**src/rtl/gpio_port_pkg.sv**
```systemverilog
package gpio_port_pkg;

   // ------------------------------------------------------------
   // register map
   // ------------------------------------------------------------
   localparam logic [11:0] FUNC_SELECT_OFFSET = 12'h418;
   localparam logic [11:0] DIR_CONFIG_OFFSET  = 12'h41C;
   localparam logic [11:0] LEVEL_DATA_OFFSET  = 12'h420;

   // ------------------------------------------------------------
   // widths and reset values
   // ------------------------------------------------------------
   localparam int          PIN_COUNT       = 16;
   localparam int          DATA_WIDTH      = 32;
   localparam int          ADDR_WIDTH      = 12;
   localparam logic [15:0] FUNC_RESET      = 16'h0000;
   localparam logic [15:0] DIR_RESET       = 16'h0000;
   localparam logic [15:0] OUT_DATA_RESET  = 16'h0000;

   // ------------------------------------------------------------
   // carriers
   // ------------------------------------------------------------
   typedef struct packed {
      logic        psel;
      logic        penable;
      logic        pwrite;
      logic [11:0] paddr;
      logic [31:0] pwdata;
   } apb_req_t;

   typedef struct packed {
      logic        pready;
      logic        pslverr;
      logic [31:0] prdata;
   } apb_rsp_t;

   typedef struct packed {
      logic [15:0] funcSel;
      logic [15:0] dirCfg;
      logic [15:0] outData;
   } gpio_ctrl_t;

endpackage

```
**src/rtl/gpio_apb_slave.sv**
```systemverilog
`timescale 1ns/1ps
`default_nettype none

// ------------------------------------------------------------
// apb slave: zero wait state, flags accesses to the three words
// ------------------------------------------------------------
module gpio_apb_slave (
   // bus
   input  wire gpio_port_pkg::apb_req_t req,
   output gpio_port_pkg::apb_rsp_t      rsp,
   // register side
   input  wire logic [31:0]             readData,
   output logic                         wrFunc,
   output logic                         wrDir,
   output logic                         wrData,
   output logic                         rdHit
);

   logic access;
   logic hitFunc;
   logic hitDir;
   logic hitData;

   always_comb begin
      access  = req.psel && req.penable;
      hitFunc = req.paddr == gpio_port_pkg::FUNC_SELECT_OFFSET;
      hitDir  = req.paddr == gpio_port_pkg::DIR_CONFIG_OFFSET;
      hitData = req.paddr == gpio_port_pkg::LEVEL_DATA_OFFSET;
      rdHit   = hitFunc || hitDir || hitData;
      wrFunc  = access && req.pwrite && hitFunc;
      wrDir   = access && req.pwrite && hitDir;
      wrData  = access && req.pwrite && hitData;
      rsp.pready  = 1'b1;
      // unmapped address answers with an error and zero data
      rsp.pslverr = access && !rdHit;
      rsp.prdata  = (access && !req.pwrite && rdHit) ? readData : 32'h0000_0000;
   end

endmodule
`default_nettype wire

```
**src/rtl/gpio_pin_cell.sv**
```systemverilog
`timescale 1ns/1ps
`default_nettype none

// ------------------------------------------------------------
// one pin: mux between plain i/o and alternate function
// ------------------------------------------------------------
module gpio_pin_cell (
   // control
   input  wire logic funcSel,
   input  wire logic dirOut,
   input  wire logic outBit,
   // alternate function
   input  wire logic altOut,
   input  wire logic altOeN,
   // pin
   output logic      pinOut,
   output logic      pinOeN
);

   always_comb begin
      if (funcSel) begin
         pinOut = altOut;
         pinOeN = altOeN;
      end else begin
         pinOut = outBit;
         pinOeN = !dirOut;
      end
   end

endmodule
`default_nettype wire

```
**src/rtl/general_purpose_io_port.sv**
```systemverilog
`timescale 1ns/1ps
`default_nettype none

module general_purpose_io_port #(
   parameter int PINS = 16
) (
   // clock and reset
   input  wire logic                     mclk,
   input  wire logic                     rst,
   input  wire logic                     clkEn,
   // apb
   input  wire logic                     psel,
   input  wire logic                     penable,
   input  wire logic                     pwrite,
   input  wire logic [11:0]              paddr,
   input  wire logic [31:0]              pwdata,
   output logic                          pready,
   output logic                          pslverr,
   output logic [31:0]                   prdata,
   // alternate functions
   input  wire logic [PINS-1:0]          altOut,
   input  wire logic [PINS-1:0]          altOeN,
   // pins
   input  wire logic [PINS-1:0]          pinIn,
   output logic      [PINS-1:0]          pinOut,
   output logic      [PINS-1:0]          pinOeN
);

   // ------------------------------------------------------------
   // state
   // ------------------------------------------------------------
   gpio_port_pkg::gpio_ctrl_t state_q;
   gpio_port_pkg::gpio_ctrl_t state_d;
   gpio_port_pkg::apb_req_t   busReq;
   gpio_port_pkg::apb_rsp_t   busRsp;
   logic [31:0]               readData;
   logic                      wrFunc;
   logic                      wrDir;
   logic                      wrData;
   logic [15:0]               plainOut;

   // ------------------------------------------------------------
   // bus
   // ------------------------------------------------------------
   always_comb begin
      busReq.psel    = psel;
      busReq.penable = penable;
      busReq.pwrite  = pwrite;
      busReq.paddr   = paddr;
      busReq.pwdata  = pwdata;
      pready         = busRsp.pready;
      pslverr        = busRsp.pslverr;
      prdata         = busRsp.prdata;
   end

   gpio_apb_slave u_slave (
      .req      (busReq),
      .rsp      (busRsp),
      .readData (readData),
      .wrFunc   (wrFunc),
      .wrDir    (wrDir),
      .wrData   (wrData),
      .rdHit    ()
   );

   // ------------------------------------------------------------
   // read mux
   // ------------------------------------------------------------
   always_comb begin
      readData = 32'h0000_0000;
      case (paddr)
         gpio_port_pkg::FUNC_SELECT_OFFSET:
            readData[15:0] = state_q.funcSel;
         gpio_port_pkg::DIR_CONFIG_OFFSET:
            readData[15:0] = state_q.dirCfg;
         gpio_port_pkg::LEVEL_DATA_OFFSET:
            readData[PINS-1:0] = pinIn;
         default:
            readData = 32'h0000_0000;
      endcase
   end

   // ------------------------------------------------------------
   // control registers
   // ------------------------------------------------------------
   always_comb begin
      state_d = state_q;
      if (clkEn) begin
         if (wrFunc)
            state_d.funcSel = pwdata[15:0];
         if (wrDir)
            state_d.dirCfg = pwdata[15:0];
         // latch holds written value; only plain outputs show it
         if (wrData)
            state_d.outData = pwdata[15:0];
      end
   end

   always_ff @(posedge mclk) begin
      if (rst) begin
         state_q.funcSel <= gpio_port_pkg::FUNC_RESET;
         state_q.dirCfg  <= gpio_port_pkg::DIR_RESET;
         state_q.outData <= gpio_port_pkg::OUT_DATA_RESET;
      end else begin
         state_q <= state_d;
      end
   end

   // ------------------------------------------------------------
   // pins
   // ------------------------------------------------------------
   assign plainOut = state_q.outData;

   for (genvar i = 0; i < PINS; i++) begin : g_pin
      gpio_pin_cell u_cell (
         .funcSel (state_q.funcSel[i]),
         .dirOut  (state_q.dirCfg[i]),
         .outBit  (plainOut[i]),
         .altOut  (altOut[i]),
         .altOeN  (altOeN[i]),
         .pinOut  (pinOut[i]),
         .pinOeN  (pinOeN[i])
      );
   end

   // ------------------------------------------------------------
   // checks
   // ------------------------------------------------------------
   chk_alt_route: assert property (@(posedge mclk) disable iff (rst)
      (state_q.funcSel[4] |-> pinOut[4] == altOut[4] && pinOeN[4] == altOeN[4]))
      else $error("alternate pin not routed");

   chk_plain_drive: assert property (@(posedge mclk) disable iff (rst)
      (!state_q.funcSel[0] && state_q.dirCfg[0]) |->
         (!pinOeN[0] && pinOut[0] == state_q.outData[0]))
      else $error("plain output not driven");

   chk_plain_input: assert property (@(posedge mclk) disable iff (rst)
      (!state_q.funcSel[1] && !state_q.dirCfg[1]) |-> pinOeN[1])
      else $error("plain input driven");

   chk_plain_mode: assert property (@(posedge mclk) disable iff (rst)
      !state_q.funcSel[2] |-> pinOeN[2] == !state_q.dirCfg[2])
      else $error("plain mode enable wrong");

   chk_dir_ignored: assert property (@(posedge mclk) disable iff (rst)
      (state_q.funcSel[12] && $changed(state_q.dirCfg[12]))
         |-> pinOeN[12] == altOeN[12])
      else $error("direction leaked into alternate pin");

   chk_level_read: assert property (@(posedge mclk) disable iff (rst)
      (psel && penable && !pwrite && paddr == gpio_port_pkg::LEVEL_DATA_OFFSET)
         |-> prdata == {16'h0000, pinIn})
      else $error("level read wrong");

   chk_data_write: assert property (@(posedge mclk) disable iff (rst)
      (clkEn && psel && penable && pwrite
         && paddr == gpio_port_pkg::LEVEL_DATA_OFFSET
         && !state_q.funcSel[0] && state_q.dirCfg[0])
         |=> pinOut[0] == $past(pwdata[0]))
      else $error("write not on output pin");

   chk_upper_zero: assert property (@(posedge mclk) disable iff (rst)
      (psel && penable && !pwrite) |-> prdata[31:16] == 16'h0000)
      else $error("reserved bits not zero");

   chk_freeze: assert property (@(posedge mclk) disable iff (rst)
      !clkEn |=> state_q == $past(state_q))
      else $error("state moved while disabled");

   chk_no_stray: assert property (@(posedge mclk) disable iff (rst)
      !(psel && penable && pwrite) |=> state_q == $past(state_q))
      else $error("state moved without a write");

   // ------------------------------------------------------------
   // bus checks
   // ------------------------------------------------------------
   logic accessNow;
   logic readNow;
   logic mappedAddr;

   always_comb begin
      accessNow  = psel && penable;
      readNow    = accessNow && !pwrite;
      mappedAddr = (paddr == gpio_port_pkg::FUNC_SELECT_OFFSET)
                || (paddr == gpio_port_pkg::DIR_CONFIG_OFFSET)
                || (paddr == gpio_port_pkg::LEVEL_DATA_OFFSET);
   end

   chk_ready_high: assert property (@(posedge mclk) disable iff (rst)
      accessNow |-> pready)
      else $error("access not answered");

   chk_err_unmapped: assert property (@(posedge mclk) disable iff (rst)
      accessNow |-> pslverr == !mappedAddr)
      else $error("error response wrong");

   chk_idle_data: assert property (@(posedge mclk) disable iff (rst)
      !(readNow && mappedAddr) |-> prdata == 32'h0000_0000)
      else $error("read data outside a mapped read");

   chk_read_func: assert property (@(posedge mclk) disable iff (rst)
      (readNow && paddr == gpio_port_pkg::FUNC_SELECT_OFFSET)
         |-> prdata == {16'h0000, state_q.funcSel})
      else $error("function select read wrong");

   chk_read_dir: assert property (@(posedge mclk) disable iff (rst)
      (readNow && paddr == gpio_port_pkg::DIR_CONFIG_OFFSET)
         |-> prdata == {16'h0000, state_q.dirCfg})
      else $error("direction read wrong");

   chk_func_write: assert property (@(posedge mclk) disable iff (rst)
      (clkEn && accessNow && pwrite
         && paddr == gpio_port_pkg::FUNC_SELECT_OFFSET)
         |=> state_q.funcSel == $past(pwdata[15:0]))
      else $error("function select write lost");

   chk_dir_write: assert property (@(posedge mclk) disable iff (rst)
      (clkEn && accessNow && pwrite
         && paddr == gpio_port_pkg::DIR_CONFIG_OFFSET)
         |=> state_q.dirCfg == $past(pwdata[15:0]))
      else $error("direction write lost");

   chk_data_latch: assert property (@(posedge mclk) disable iff (rst)
      (clkEn && accessNow && pwrite
         && paddr == gpio_port_pkg::LEVEL_DATA_OFFSET)
         |=> state_q.outData == $past(pwdata[15:0]))
      else $error("data write lost");

   chk_write_unmapped: assert property (@(posedge mclk) disable iff (rst)
      (accessNow && pwrite && !mappedAddr) |=> state_q == $past(state_q))
      else $error("unmapped write changed state");

   chk_write_frozen: assert property (@(posedge mclk) disable iff (rst)
      (!clkEn && accessNow && pwrite) |=> state_q == $past(state_q))
      else $error("write taken while disabled");

   // first edge out of reset sees the documented start values
   chk_reset_state: assert property (@(posedge mclk) disable iff (rst)
      $fell(rst) |-> state_q.funcSel == gpio_port_pkg::FUNC_RESET
         && state_q.dirCfg == gpio_port_pkg::DIR_RESET
         && state_q.outData == gpio_port_pkg::OUT_DATA_RESET)
      else $error("reset state wrong");

   chk_reset_pins: assert property (@(posedge mclk) disable iff (rst)
      $fell(rst) |-> &pinOeN)
      else $error("pin driven after reset");

   // ------------------------------------------------------------
   // per-pin checks
   // ------------------------------------------------------------
   for (genvar p = 0; p < PINS; p++) begin : g_pin_chk
      chk_pin_alt: assert property (@(posedge mclk) disable iff (rst)
         state_q.funcSel[p]
            |-> pinOut[p] == altOut[p] && pinOeN[p] == altOeN[p])
         else $error("alternate pin not routed");

      chk_pin_mode: assert property (@(posedge mclk) disable iff (rst)
         !state_q.funcSel[p] |-> pinOeN[p] == !state_q.dirCfg[p])
         else $error("plain pin enable wrong");

      chk_pin_out: assert property (@(posedge mclk) disable iff (rst)
         (!state_q.funcSel[p] && state_q.dirCfg[p])
            |-> !pinOeN[p] && pinOut[p] == state_q.outData[p])
         else $error("plain output not driven");

      chk_pin_in: assert property (@(posedge mclk) disable iff (rst)
         (!state_q.funcSel[p] && !state_q.dirCfg[p]) |-> pinOeN[p])
         else $error("plain input driven");

      chk_pin_dir: assert property (@(posedge mclk) disable iff (rst)
         (state_q.funcSel[p] && $changed(state_q.dirCfg[p]))
            |-> pinOeN[p] == altOeN[p])
         else $error("direction leaked into alternate pin");

      chk_pin_rd: assert property (@(posedge mclk) disable iff (rst)
         (readNow && paddr == gpio_port_pkg::LEVEL_DATA_OFFSET)
            |-> prdata[p] == pinIn[p])
         else $error("pin level read wrong");

      chk_pin_wr: assert property (@(posedge mclk) disable iff (rst)
         (clkEn && accessNow && pwrite
            && paddr == gpio_port_pkg::LEVEL_DATA_OFFSET
            && !state_q.funcSel[p] && state_q.dirCfg[p])
            |=> pinOut[p] == $past(pwdata[p]))
         else $error("write not on output pin");

      // a plain input stays released whatever is written to the data word
      chk_pin_keep: assert property (@(posedge mclk) disable iff (rst)
         (clkEn && accessNow && pwrite
            && paddr == gpio_port_pkg::LEVEL_DATA_OFFSET
            && !state_q.funcSel[p] && !state_q.dirCfg[p])
            |=> pinOeN[p])
         else $error("data write drove an input pin");
   end

endmodule
`default_nettype wire

```
**config.mk**
```make
export PLATFORM = sky130hd
export DESIGN_NAME = general_purpose_io_port
export DESIGN_NICKNAME = d
export VERILOG_FILES = /design/src/rtl/gpio_port_pkg.sv /design/src/rtl/gpio_apb_slave.sv /design/src/rtl/gpio_pin_cell.sv /design/src/rtl/general_purpose_io_port.sv
export SDC_FILE = /design/constraint.sdc
export NUM_CORES = 1
export LEC_CHECK = 0
export BUFFER_PORTS_ARGS = -buffer_cell sky130_fd_sc_hd__buf_2
export CORE_UTILIZATION = 50
export CTS_BUF_LIST = sky130_fd_sc_hd__clkbuf_8 sky130_fd_sc_hd__clkbuf_16
export DETAILED_ROUTE_END_ITERATION = 10
export PLACE_DENSITY = 0.91
export SLEW_MARGIN = 25
export SYNTH_ARGS = -nofsm -noshare
export SYNTH_HDL_FRONTEND = slang
export SYNTH_SLANG_ARGS = --single-unit
```
**constraint.sdc**
```tcl
create_clock -name mclk -period 3 [get_ports mclk]
set_clock_uncertainty 0.05 [all_clocks]
set_input_delay 0.15 -clock mclk [delete_from_list [all_inputs] [get_ports mclk]]
set_output_delay 0.15 -clock mclk [all_outputs]
set_load 0.1 [all_outputs]
```
==> results.json <==
{
  "outcome": "completed",
  "p_leak_nw": 1.86,
  "post_cts_buffers": 0,
  "drc_errors": 0,
  "period_share": 0.757,
  "ir_drop_v": 0.000202,
  "synth_edf_count": 0,
  "vias_per_cell": 5.39,
  "clock_latency_ns": 0.29,
  "grt_max_degree": 65,
  "groute.usage.overall": 0.223,
  "place_area_um2": 3910,
  "netlist.area_leader.share": 0.292,
  "critPathMaxFanout": 19,
  "syn_area_per_cell_um2": 9.12,
  "worstSetupPathType": "in -> out",
  "p_per_area_nw_per_um2": 337,
  "place.gp.congestion": 0.717,
  "power_w": 0.00136,
  "hold_viol_final": 0,
  "regArea_um2": 961,
  "cts_sinks": 48,
  "dominantRegCellSynth": "dfxtp_1",
  "dp_cells": 517,
  "port_buffers": 130,
  "stdcell_area_um2": 4040,
  "wl_um": 7940,
  "ant_nets": 0,
  "synth.area.top_cells": "dfxtp_1 (29%), mux2i_1 (15%), nand2b_1 (12%), buf_4 (11%), nand4_1 (6.1%)",
  "io_pins": 164,
  "ys_warn_count": 0,
  "wire_per_inst_um": 15.1,
  "synth_cells": 361,
  "overflow": 0,
  "worst_ep_arrival_time_ns": 2.07,
  "dp_hpwl_um": 5700,
  "die_x_um": 83.1,
  "min_period_ns": 2.27,
  "multiInputGateArea_um2": 1910,
  "synth_cell_types": 26,
  "grt_pass1_wl_um": 12700,
  "p_clk_frac": 0.370,
  "hold_class": "in -> reg",
  "ys_ff_latch": 48,
  "timing.fmax_mhz": 441,
  "ys_seq_area_frac": 0.292,
  "antenna_cells": 0,
  "vias": 2830,
  "die_h_um": 83.1,
  "yosys.cell_count.top_type": "nand2b_1",
  "core-area_um2": 6350,
  "end_kind": "output pin",
  "first_global_vias": 2760,
  "syn-cell-area_um2": 3290,
  "drtPass1Iterations": 4,
  "p_sw_w": 0.000366,
  "hold_buffers": 0,
  "fillers": 533,
  "cts_max_level": 2,
  "clkSlewWorstSetupHoldPaths_ns": 0.08,
  "cts.repair.resized": 0,
  "antenna_found_initial": 0,
  "switching_share": 0.269,
  "maxSlewViolCount": 0,
  "drtIter0Drc": 129,
  "slew_headroom": 0.392,
  "layout.cells.non_filler": 525,
  "maxCapViolCount": 0,
  "yosysTopAreaCell": "dfxtp_1",
  "root_buffer": "clkbuf_8",
  "rsz0062_at_grt": "false",
  "nets": 545,
  "worstMarginPinSlew_ns": 0.912,
  "seqPwrFrac": 0.468,
  "synthTopCellsByCount": "nand2b_1 (64), buf_4 (50), dfxtp_1 (48), mux2i_1 (48), nand4_1 (32)",
  "setup-violations-final": 0,
  "die_area_um2": 6910,
  "cts_tree": "yes",
  "cp.required_ns": 2.80,
  "initial_core_util": 0.518,
  "async_flop_share": 0,
  "cts_buffers": 5,
  "start_kind": "primary input",
  "syn2layout_area_growth_pct": 22.7,
  "rows": 29,
  "hold_ws_ns": 0.115,
  "clock_path_buffers": 2,
  "drive_above_1_share": 0.375,
  "combPwrFrac": 0.162,
  "intPower_w": 0.000994,
  "final.setup.tns_ns": 0
}
cell usage in the layout (no fill, tap or decap):
master,instances
clkbuf_8,7
nor4b_2,1
nor4b_4,1
and3b_1,2
and4_1,2
mux2_2,17
nand2_1,16
and4b_1,1
bufinv_16,1
o211ai_1,1
mux2_1,15
dfxtp_1,48
buf_4,7
a21oi_1,16
mux2i_1,48
nor4_4,1
nand4_4,2
and3_1,1
nor4bb_1,1
nand2b_1,64
conb_1,17
buf_2,114
nand4_1,32
buf_12,16
o2111ai_2,1
o21ai_0,16
cell families (layout without fill, tap and decap cells):
kind of cell | count (synthesis) | in the layout | synth area share
other cells | 2 | 17 | 0.00228
compound gates | 34 | 34 | 0.0555
mux | 80 | 80 | 0.255
simple gates | 124 | 124 | 0.249
buf+inv | 73 | 145 | 0.146
flops | 48 | 48 | 0.292
path summary, 6_finish.rpt:
kind	start	end	slack, ns	cells past startpoint
max reg2reg	state_q[39]$_SDFFE_PP0P_	state_q[39]$_SDFFE_PP0P_	2.21	2
min reg2reg	plainOut[13]$_SDFFE_PP0P_	plainOut[13]$_SDFFE_PP0P_	0.43	2
max	paddr[2]	prdata[0]	0.73	5
min	pwdata[4]	state_q[36]$_SDFFE_PP0P_	0.12	3
flip-flops by register name, indices dropped and copies added (netlist names):
name	count
state_q	32
plainOut	16
final cells by class:
cell class,instances,share of cell area
Sequential cell,48,0.238
Tap cell,77,0.0239
Multi-Input combinational cell,255,0.473
Timing Repair Buffer,137,0.234
Clock inverter,1,0.00743
Clock buffer,7,0.0239
worst max-delay path, stage by stage:
cell       delay, ns
buf_2           0.27
nor4b_4         0.39
o2111ai_2       0.53
a21oi_1         0.49
buf_12          0.22
power by group through the flow:
stage	Sequential, W	Clock (W)	Combinational [W]
floorplan	0.000651	0	0.000169
global placement	0.000651	0	0.000215
detailed placement	0.000651	0	0.000219
CTS	0.000636	0.000514	0.000220
global route	0.000637	0.000538	0.000231
finish	0.000636	0.000503	0.000220
per-layer routing:
layer	wire (um)	up-vias	track usage	part of all wire
li1	-	1382	-	-
met1	3290	1328	0.250	0.41
met2	4210	114	0.435	0.53
met3	392	6	0.0408	0.049
met4	44	0	0.0439	0.0055
met5	0	-	0	0
stage by stage:
step	util	setup WS (ns)
floorplan	-	-0.0159
CTS	0.636	0.757
global placement	0.616	0.809
detailed placement	0.616	0.765
global route	0.636	0.661
finish	0.636	0.730
(Power assumes the default switching activity.)
